===== config.mk =====
export PLATFORM = sky130hd
export DESIGN_NAME = tie_top
export DESIGN_NICKNAME = d
export VERILOG_FILES = /design/src/core/tie_pkg.sv /design/src/core/tie_top.sv /design/src/core/tie_level_merge.sv
export VERILOG_INCLUDE_DIRS = /design/src /design/src/core
export SDC_FILE = /design/constraint.sdc
export NUM_CORES = 1
export LEC_CHECK = 0
export ABC_AREA = 1
export BUFFER_PORTS_ARGS = -buffer_cell sky130_fd_sc_hd__buf_2
export CAP_MARGIN = 20
export CELL_PAD_IN_SITES_DETAIL_PLACEMENT = 1
export CELL_PAD_IN_SITES_GLOBAL_PLACEMENT = 2
export CORE_AREA = 2 2 148 150
export DETAILED_ROUTE_END_ITERATION = 8
export DIE_AREA = 0 0 150 152
export PLACE_DENSITY = 0.85
export SYNTH_ARGS = -nofsm -noshare
export SYNTH_HDL_FRONTEND = slang
export SYNTH_SLANG_ARGS = --single-unit

===== constraint.sdc =====
create_clock -name core_clk -period 1.35 [get_ports core_clk]
set_input_delay 0.2025 -clock core_clk [delete_from_list [all_inputs] [get_ports core_clk]]
set_output_delay 0.2025 -clock core_clk [all_outputs]
set_load 0.005 [all_outputs]

===== src/core/tie_params.svh =====
// constants, offsets and rule overview for the top-level interrupt enable block
// Overview of operation
// RULE1 - The enable-set register sits at offset 0x0100 and resets to all zeros.
// RULE2 - Writing a 1 to an enable-set bit enables that top-level source.
// RULE3 - Writing a 0 to any bit of either register leaves that enable unchanged.
// RULE4 - The enable-clear register sits at offset 0x0180 and resets to all zeros.
// RULE5 - Writing a 1 to an enable-clear bit disables that top-level source.
// RULE6 - Bit 16 is debug and bits 15 down to 12 are external lines d, c, b and a.
// RULE7 - Bit 11 is the converter, 10 mac receive, 9 mac transmit, 8 mac timer, 7 security.
// RULE8 - Bits 6 and 5 are serial controllers two and one, then sleep timer, baseband, management, timers.
// RULE9 - The enable-clear register uses the same bit layout as the enable-set register.
// RULE10 - Second-level flags feed a top-level source as a level, held while any enabled flag is set.
// RULE11 - A top-level source fed by second-level flags stays up until all those flags are cleared.
// RULE12 - Reading either register returns the 17-bit enable vector, upper bits zero and read-only.
// RULE13 - A source request reaches the vectored controller only while its enable bit is set.
`ifndef TIE_PARAMS_SVH
`define TIE_PARAMS_SVH

`define TIE_NUM_SRC        17
`define TIE_OFS_ENABLE_SET 12'h100
`define TIE_OFS_ENABLE_CLR 12'h180
`define TIE_OFS_STATUS     12'h040
`define TIE_OFS_MASK       12'h044
`define TIE_ADDR_W         12
`define TIE_ENABLE_RST     17'h00000
`define TIE_WORD_ZERO      32'h00000000

`define TIE_BIT_TIMER_ONE  0
`define TIE_BIT_TIMER_TWO  1
`define TIE_BIT_SERIAL_ONE 5
`define TIE_BIT_SERIAL_TWO 6
`define TIE_BIT_CONVERTER  11

`define TIE_EVT_W          4
`define TIE_EVT_ENABLED    0
`define TIE_EVT_DISABLED   1
`define TIE_EVT_BAD_ADDR   2
`define TIE_EVT_DELIVER    3

`endif


===== src/core/tie_pkg.sv =====
// types shared by the top-level interrupt enable block
package tie_pkg;
    typedef struct packed {
        logic        psel;
        logic        penable;
        logic        pwrite;
        logic [11:0] paddr;
        logic [31:0] pwdata;
    } tie_apb_req_t;

    typedef struct packed {
        logic        pready;
        logic        pslverr;
        logic [31:0] prdata;
    } tie_apb_rsp_t;

    // second-level flag groups for sources that have them
    typedef struct packed {
        logic [4:0]  converter;
        logic [14:0] serial_one;
        logic [12:0] serial_two;
        logic [6:0]  timer_two;
        logic [6:0]  timer_one;
    } tie_sub_flags_t;
endpackage


===== src/core/tie_top.sv =====
// top-level interrupt enable set/clear block with apb register access
`timescale 1ns/10ps
`include "tie_params.svh"
module tie_top #(
    parameter int NUM_SRC = `TIE_NUM_SRC
) (
    input  wire logic                   core_clk,
    input  wire logic                   sys_rst,
    input  wire tie_pkg::tie_apb_req_t  apb_req,
    output tie_pkg::tie_apb_rsp_t       apb_rsp,
    input  wire logic [NUM_SRC-1:0]     src_raw,
    input  wire tie_pkg::tie_sub_flags_t sub_flags,
    input  wire tie_pkg::tie_sub_flags_t sub_enables,
    output logic [NUM_SRC-1:0]          nvic_request,
    output logic [NUM_SRC-1:0]          enable_vector,
    output logic                        block_irq
);
    import tie_pkg::*;

    logic [NUM_SRC-1:0]          enable;
    logic [NUM_SRC-1:0]          next_enable;
    logic [NUM_SRC-1:0]          src_meta;
    logic [NUM_SRC-1:0]          src_sync;
    logic [`TIE_EVT_W-1:0]       evt_status;
    logic [`TIE_EVT_W-1:0]       evt_mask;
    logic [31:0]                 rdata;
    logic [NUM_SRC-1:0]          request_q;
    logic [31:0]                 prdata_q;
    wire                         rsp_ready;

    wire                         conv_level;
    wire                         ser1_level;
    wire                         ser2_level;
    wire                         tim2_level;
    wire                         tim1_level;
    wire [NUM_SRC-1:0]           src_level;
    wire [NUM_SRC-1:0]           deliver;

    // ---- bus decode ----
    wire access     = apb_req.psel & apb_req.penable;
    wire wr_access  = access & apb_req.pwrite;
    wire rd_access  = access & ~apb_req.pwrite;
    wire hit_set    = apb_req.paddr == `TIE_OFS_ENABLE_SET; // RULE1
    wire hit_clr    = apb_req.paddr == `TIE_OFS_ENABLE_CLR; // RULE4
    wire hit_status = apb_req.paddr == `TIE_OFS_STATUS;
    wire hit_mask   = apb_req.paddr == `TIE_OFS_MASK;
    wire hit_any    = hit_set | hit_clr | hit_status | hit_mask;
    wire bad_addr   = access & ~hit_any;

    // upper pwdata bits are dropped so unassigned bits never store
    wire [NUM_SRC-1:0] wr_bits = apb_req.pwdata[NUM_SRC-1:0]; // RULE12
    wire [NUM_SRC-1:0] set_bits = (wr_access & hit_set) ? wr_bits : '0; // RULE2
    wire [NUM_SRC-1:0] clr_bits = (wr_access & hit_clr) ? wr_bits : '0; // RULE5 RULE9

    wire [`TIE_EVT_W-1:0] evt_clr =
        (wr_access & hit_status) ? apb_req.pwdata[`TIE_EVT_W-1:0] : '0;
    wire [`TIE_EVT_W-1:0] evt_raise;

    // zeros leave bits alone; the two registers never share an address
    assign next_enable = (enable | set_bits) & ~clr_bits; // RULE3

    // ---- second-level merges ----
    tie_level_merge #(.WIDTH(5)) u_conv (
        .flags   (sub_flags.converter),
        .enables (sub_enables.converter),
        .level   (conv_level)
    );
    tie_level_merge #(.WIDTH(15)) u_ser1 (
        .flags   (sub_flags.serial_one),
        .enables (sub_enables.serial_one),
        .level   (ser1_level)
    );
    tie_level_merge #(.WIDTH(13)) u_ser2 (
        .flags   (sub_flags.serial_two),
        .enables (sub_enables.serial_two),
        .level   (ser2_level)
    );
    tie_level_merge #(.WIDTH(7)) u_tim2 (
        .flags   (sub_flags.timer_two),
        .enables (sub_enables.timer_two),
        .level   (tim2_level)
    );
    tie_level_merge #(.WIDTH(7)) u_tim1 (
        .flags   (sub_flags.timer_one),
        .enables (sub_enables.timer_one),
        .level   (tim1_level)
    );

    // direct sources come through the synchroniser; grouped ones also OR in their merge
    genvar g;
    generate
        for (g = 0; g < NUM_SRC; g++) begin : g_src
            if (g == `TIE_BIT_CONVERTER) begin : g_conv
                assign src_level[g] = conv_level | src_sync[g]; // RULE7 RULE10
            end else if (g == `TIE_BIT_SERIAL_TWO) begin : g_s2
                assign src_level[g] = ser2_level | src_sync[g]; // RULE8 RULE10
            end else if (g == `TIE_BIT_SERIAL_ONE) begin : g_s1
                assign src_level[g] = ser1_level | src_sync[g]; // RULE8 RULE10
            end else if (g == `TIE_BIT_TIMER_TWO) begin : g_t2
                assign src_level[g] = tim2_level | src_sync[g]; // RULE8 RULE10
            end else if (g == `TIE_BIT_TIMER_ONE) begin : g_t1
                assign src_level[g] = tim1_level | src_sync[g]; // RULE8 RULE10
            end else begin : g_direct
                assign src_level[g] = src_sync[g]; // RULE6
            end
            assign deliver[g] = src_level[g] & enable[g]; // RULE13
        end
    endgenerate

    // ---- block events ----
    assign evt_raise[`TIE_EVT_ENABLED]  = |(set_bits & ~enable);
    assign evt_raise[`TIE_EVT_DISABLED] = |(clr_bits & enable);
    assign evt_raise[`TIE_EVT_BAD_ADDR] = bad_addr;
    assign evt_raise[`TIE_EVT_DELIVER]  = |(deliver & ~request_q);

    // ---- read mux ----
    always_comb begin
        rdata = `TIE_WORD_ZERO;
        if (hit_set | hit_clr) begin
            rdata[NUM_SRC-1:0] = enable; // RULE12
        end else if (hit_status) begin
            rdata[`TIE_EVT_W-1:0] = evt_status;
        end else if (hit_mask) begin
            rdata[`TIE_EVT_W-1:0] = evt_mask;
        end
    end

    // ---- registers ----
    always_ff @(posedge core_clk) begin
        if (sys_rst) begin
            src_meta <= '0;
            src_sync <= '0;
        end else begin
            src_meta <= src_raw;
            src_sync <= src_meta;
        end
    end

    always_ff @(posedge core_clk) begin
        if (sys_rst) begin
            enable <= `TIE_ENABLE_RST; // RULE1 RULE4
        end else begin
            enable <= next_enable;
        end
    end

    // a new event beats a write-one clear in the same cycle
    always_ff @(posedge core_clk) begin
        if (sys_rst) begin
            evt_status <= '0;
            evt_mask   <= '0;
        end else begin
            evt_status <= (evt_status & ~evt_clr) | evt_raise;
            if (wr_access & hit_mask) begin
                evt_mask <= apb_req.pwdata[`TIE_EVT_W-1:0];
            end
        end
    end

    always_ff @(posedge core_clk) begin
        if (sys_rst) begin
            request_q      <= '0;
            block_irq      <= 1'b0;
            prdata_q       <= `TIE_WORD_ZERO;
        end else begin
            request_q <= deliver;
            block_irq <= |((evt_status & ~evt_clr | evt_raise) & evt_mask);
            if (rd_access) begin
                prdata_q <= rdata;
            end
        end
    end

    // one wait state on reads; prdata is registered so the read answer comes one edge late
    // pready therefore waits one cycle on reads and is immediate on writes
    logic rd_done;
    always_ff @(posedge core_clk) begin
        if (sys_rst) begin
            rd_done <= 1'b0;
        end else begin
            rd_done <= rd_access & ~rd_done;
        end
    end

    // the response struct has one driver, assembled here from its parts
    assign rsp_ready       = wr_access | rd_done;
    assign apb_rsp         = '{pready: rsp_ready, pslverr: bad_addr & rsp_ready, prdata: prdata_q};
    assign nvic_request    = request_q;
    assign enable_vector   = enable;
endmodule // tie_top


===== src/core/tie_level_merge.sv =====
// merges a group of second-level flags and their enables into one level source
`timescale 1ns/10ps
module tie_level_merge #(
    parameter int WIDTH = 7
) (
    input  wire logic [WIDTH-1:0] flags,
    input  wire logic [WIDTH-1:0] enables,
    output logic                  level
);
    import tie_pkg::*;

    wire [WIDTH-1:0] live;

    // no latching here: the source falls only when every enabled flag is gone
    genvar g;
    generate
        for (g = 0; g < WIDTH; g++) begin : g_bit
            assign live[g] = flags[g] & enables[g]; // RULE10
        end
    endgenerate

    assign level = |live; // RULE11
endmodule // tie_level_merge


; Yosys cells after proc, flatten, opt, wreduce, memory -nomap -nowiden
; Index checks and enable logic that the tools add are counted.
[word_totals]
latchBits = 0
out_inout_bits = 69
mem_bits_rw = 0
mem_count = 0
in_bits = 160
romBits = 0
ff_bits = 95
[op_classes]
n_reduce_logical = 9
muxes = 7
n_mul = 0
n_addsub = 0
div_mod_pow = 0
n_eq_ne = 4
bitwise = 98
shifts = 0
magnitude_cmp = 0
[ops]
columns = cell, n
row1 = $and 1x1->1, 74
row2 = $and 17x17->17, 4
row3 = $not 17->17, 3
row4 = $reduce_or 17->1, 3
row5 = $mux 17, 2
row6 = $eq 12x7->1 const B, 2
row7 = $eq 12x9->1 const B, 2
row8 = $or 17x17->17, 1
row9 = $mux 4, 4
row10 = $reduce_or 15->1, 1
row11 = $reduce_or 7->1, 2
row12 = $mux 13, 1
row13 = $reduce_or 13->1, 1
row14 = $or 1x1->1, 9
row15 = $and 4x4->4, 2
row16 = $reduce_or 5->1, 1
row17 = $not 4->4, 1
row18 = $or 4x4->4, 1
row19 = $reduce_or 4->1, 1
row20 = $not 1->1, 3

; Depth between registers and ports, before layout
[logic_depth]
word_depth = 9
mapped_depth = 13
mapped_depth_nobuf = 13

; Hierarchy
; Synthesis repeated with hierarchy kept, for this count alone.
[hier_totals]
hier_cells = 644
area_unflattened_um2 = 4428.0
[modules_own_cells]
columns = mod, instances, area_per_inst_um2, cells_per_inst
row1 = tie_top, 1, 4041.4, 543
row2 = tie_level_merge (u_ser1), 1, 128.9, 34
row3 = tie_level_merge (u_ser2), 1, 111.4, 28
row4 = tie_level_merge (u_tim1 ...), 2, 52.6, 14
row5 = tie_level_merge (u_conv), 1, 41.3, 11

; Worst setup path after synthesis
; OpenSTA, ideal clock, no wires.
[synth_timing]
path_type = input port to flip-flop
startpoint = input port apb_req[41] (netlist name)
endpoint = register block_irq
cell_stages = 13
setup_ps = 121
arrival_ps = 1247
n_path_buf = 1
slack_ps = -18
t_required_ps = 1229
path_cell_list = inv_2 nand2_2 nor2_4 buf_6 nand2_1 nand2_4 inv_2 nand3b_2 nand2_1 nand2_1 nor2_1 a21oi_1 nand3_1
[synth_between]
elab_chain_len = 9
[synth_rtl]
columns = element, line
row1 = from (decl), tie_top.sv:9  ; input wire tie_pkg::tie_apb_req_t apb_req,
row2 = "parallel branches: the longest is 6 deep, another holds $mux 17", --
row3 = $or 4x4->4 *, tie_top.sv:167  ; block_irq <= |((evt_status & ~evt_clr | evt_raise) & evt_mask);
row4 = $and 4x4->4 *, tie_top.sv:167
row5 = $reduce_or 4->1 *, tie_top.sv:167
row6 = to (signal assigned), tie_top.sv:167
row7 = to (decl), tie_top.sv:16  ; output logic block_irq
; Mark *: on every way between the ends.
; A chain may end at the register's enable or synchronous reset.

; Worst setup path in the final report
[layout_timing]
startpoint = register enable[10], in the netlist enable_vector[10]
endpoint = register block_irq
[layout_between]
elab_chain_len = 6
[layout_rtl]
columns = element, line
row1 = from (decl), tie_top.sv:20  ; logic [NUM_SRC-1:0] enable;
row2 = from (signal assigned), tie_top.sv:141  ; enable <= `TIE_ENABLE_RST;
row3 = from (signal assigned), tie_top.sv:143  ; enable <= next_enable;
row4 = $and 1x1->1 / $not 17->17 (equally long branches), "tie_top.sv:106, tie_top.sv:111"
row5 = "$and 17x17->17, on equally long branches", "tie_top.sv:114, tie_top.sv:111"
row6 = "$reduce_or 17->1, on equally long branches", "tie_top.sv:114, tie_top.sv:111"
row7 = $or 4x4->4 *, tie_top.sv:167
row8 = $and 4x4->4 *, tie_top.sv:167
row9 = $reduce_or 4->1 *, tie_top.sv:167
; Mark *: on every way between the ends. The rest lies on a longest branch, timed or not.

==> flow_summary.toml <==
[sta]
fin_ws_ps = -80.1
period_share_pct = 106
drv_slew = 0
setup_viol = 2
fmaxAchievable_mhz = 699
fin_crit_ps = 1430
rsz0062_at_grt = "true"
finalClockSkew_ps = 8.84
holdWs_ps = 53.5
final-hold-violation-count = 0

[cells_and_area]
nets = 1063
drive_above_1_share_pct = 41.7
syn2layout_area_growth_pct = 55.1

[logic_synthesis]
ys_warn_count = 0
synth-edff-count = 0
postSynthCellCount = 616
synth.avg_cell_area_um2 = 7.15
synth_top_flop_cell = "dfxtp_1"
ys_ff_latch = 95
async_reset_ff_share_pct = 0
netlist_area_um2 = 4400
synthDistinctLibCells = 34
synth_seq_area_share_pct = 43.2

[worst_setup_path]
critPathCaptureType = "flop"
cp_data_required_time_ps = 1590
start_kind = "flop"
arrival_ps = 1670
critical_path_class = "flop to flop"
r2r_slack_ps = -80
rr_worst_depth = 9
r2r-end = "block_irq$_SDFF_PP0_"
critPathMaxFanout = 2
rr_startpoint = "enable_vector[10]$_SDFF_PP0_"

[route]
drt_iter0_drc = 180
vias_per_cell = 4.16
vias = 4950
drt-wirelength-per-cell_um = 14.0
drc = 0
routed_wl_um = 16600
antenna_left = 0
first_pass_iters = 4

[grt]
grt_max_degree = 55
antenna_found_initial = 2
grt_pass1_wl_um = 26000
first_global_vias = 5016
globalRouteOverflowTotal = 0
track_usage_pct = 14.6

[hold_path]
hold_class = "input pin to flop"
holdPathEnd = "src_meta[0]$_SDFF_PP0_"
min-delay-start = "src_raw[0]"
hold_path_depth = 3

[pwr]
vdd_drop_max_mv = 0.491
power.density_nw_per_um2 = 872
power_leakage_uw = 0.00344

[flow_run]
drv_cap = 0

[status]
violations = "negative setup slack"
status = "complete, but fails checks"

[floorplan]
die-area_um2 = 22800
core-area_um2 = 21400
pin_count = 229
num_rows = 54
dieWidth_um = 150
die_y_um = 152
start_util_pct = 20.6

[clock_network]
clkLatencyLatePin_ps = 350
htree_levels = 3
holdBufCountCts = 0
clk_pin_slew_ps = 70
clockBufferDepth = 2
cts_buffers = 9
root_buffer = "clkbuf_16"
cts.sinks = 95
cts_tree = "done"

[placement]
pre_cts_ws_ps = -446
gp_congestion = 0.833
portBuffers = 198
dpl.hpwl_um = 13200
## per-layer routing
metal | global-route usage [%] | wire length, µm | up-vias
met5 | 0 | 13 | -
met4 | 4.49 | 304 | 2
met3 | 4.26 | 1030 | 22
met2 | 24.6 | 8140 | 137
met1 | 18.0 | 7140 | 2273
li1 | - | - | 2516
## logic make-up after synthesis
logic type             after synthesis  synth area share, %
AND/OR/NAND/NOR                    324                 34.4
buffers and inverters              118                 12.3
flip-flops                          95                 43.2
AO/OA/AOI/OAI                       78                 10.1
other                                1               0.0851
## worst max-delay path, cell delays in order, from the launching register on
cell and delay, ps:
dfxtp_2 330, nand2_1 90, or2_4 130, nand3_2 80
nor2_2 120, nand3_2 120, nor2_4 120, nand2_2 70
a21oi_2 170, nand3_1 90
## synthesized netlist by cell type, drive strengths merged, types with 2 or more instances
library cell | n | area [µm²]
nand2 | 133 | 527
nor2 | 109 | 480
dfxtp | 95 | 1900
inv | 82 | 310
a21oi | 38 | 190
nand3 | 31 | 198
nand4 | 25 | 156
buf | 24 | 185
o21ai | 21 | 105
nor3 | 17 | 85.1
clkbuf | 12 | 45.0
a221oi | 8 | 70.1
nand3b | 6 | 48.8
o211ai | 4 | 30.0
or2 | 3 | 18.8
a31oi | 2 | 12.5
o22ai | 2 | 12.5
## report_power, final
group	leakage, µW	internal [µW]	total [µW]	switching [µW]
Clock	0.000140	1300	2440	1140
Combinational	0.00253	306	631	324
Sequential	0.000778	2870	2890	21.8
Total	0.00344	4480	5960	1480
## flip-flops by register name, summed over array words and instances, names as in the netlist, 4 cells and up
| name | cells |
|---|---|
| evt_status | 4 |
| prdata_q | 17 |
| nvic_request | 17 |
| src_sync | 17 |
| evt_mask | 4 |
| src_meta | 17 |
| enable_vector | 17 |
## layout by cell type, fill, tap and decap left out, types with 8 or more instances in the layout
cell type and count:
nand2_2 10, nand3_2 9, inv_1 72, nor3_1 16
buf_2 195, buf_4 87, buf_6 12, a21oi_1 34
nand4_1 25, inv_2 8, a221oi_1 8, nand2_1 120
nor2_4 10, nor2_1 93, dfxtp_1 88, nand3_1 21
clkbuf_16 9, conb_1 15, o21ai_0 17
## area by class of cell
| type | count | area (µm²) |
|---|---|---|
| tap | 280 | 350 |
| inverter | 82 | 313 |
| multi-input combinational | 417 | 2140 |
| clock inverter | 5 | 32.5 |
| sequential | 95 | 1910 |
| antenna | 1 | 2.50 |
| clock buffer | 11 | 243 |
| fill | 2748 | 14500 |
| timing repair buffer | 298 | 1840 |
## what timing repair did
action,in CTS,in global routing
gates resized for setup,28,27
setup buffers,11,7
setup endpoints to repair,3,8
pin swaps,14,18
## stage by stage
stage | util [%] | total power, µW | TNS [ps] | std cells | instance area [µm²]
after floorplan | - | 3230 | -1.75 | 630 | 4460
after global placement | 29.3 | 3540 | -5430 | 1156 | 6250
after detailed placement | 29.3 | 3560 | -7080 | 1156 | 6250
after CTS | 31.4 | 6060 | -225 | 1182 | 6710
after global routing | 32.0 | 6270 | -552 | 1189 | 6830
final | 32.0 | 5960 | -141 | 1189 | 6830
## worst max path at each step
stage                                       from                   end  slack [ps]  depth (start not counted)
detailed placement                   apb_req[35]  block_irq$_SDFF_PP0_        -450                         12
CTS                   nvic_request[2]$_SDFF_PP0_  block_irq$_SDFF_PP0_        -160                          8
floorplan                            apb_req[39]  block_irq$_SDFF_PP0_          -2                         13
global placement                     apb_req[37]  block_irq$_SDFF_PP0_        -410                         13
global route              src_sync[5]$_SDFF_PP0_  block_irq$_SDFF_PP0_        -190                          8
finish              enable_vector[10]$_SDFF_PP0_  block_irq$_SDFF_PP0_         -80                          9
Note: power is estimated with default switching activity, not from simulation.
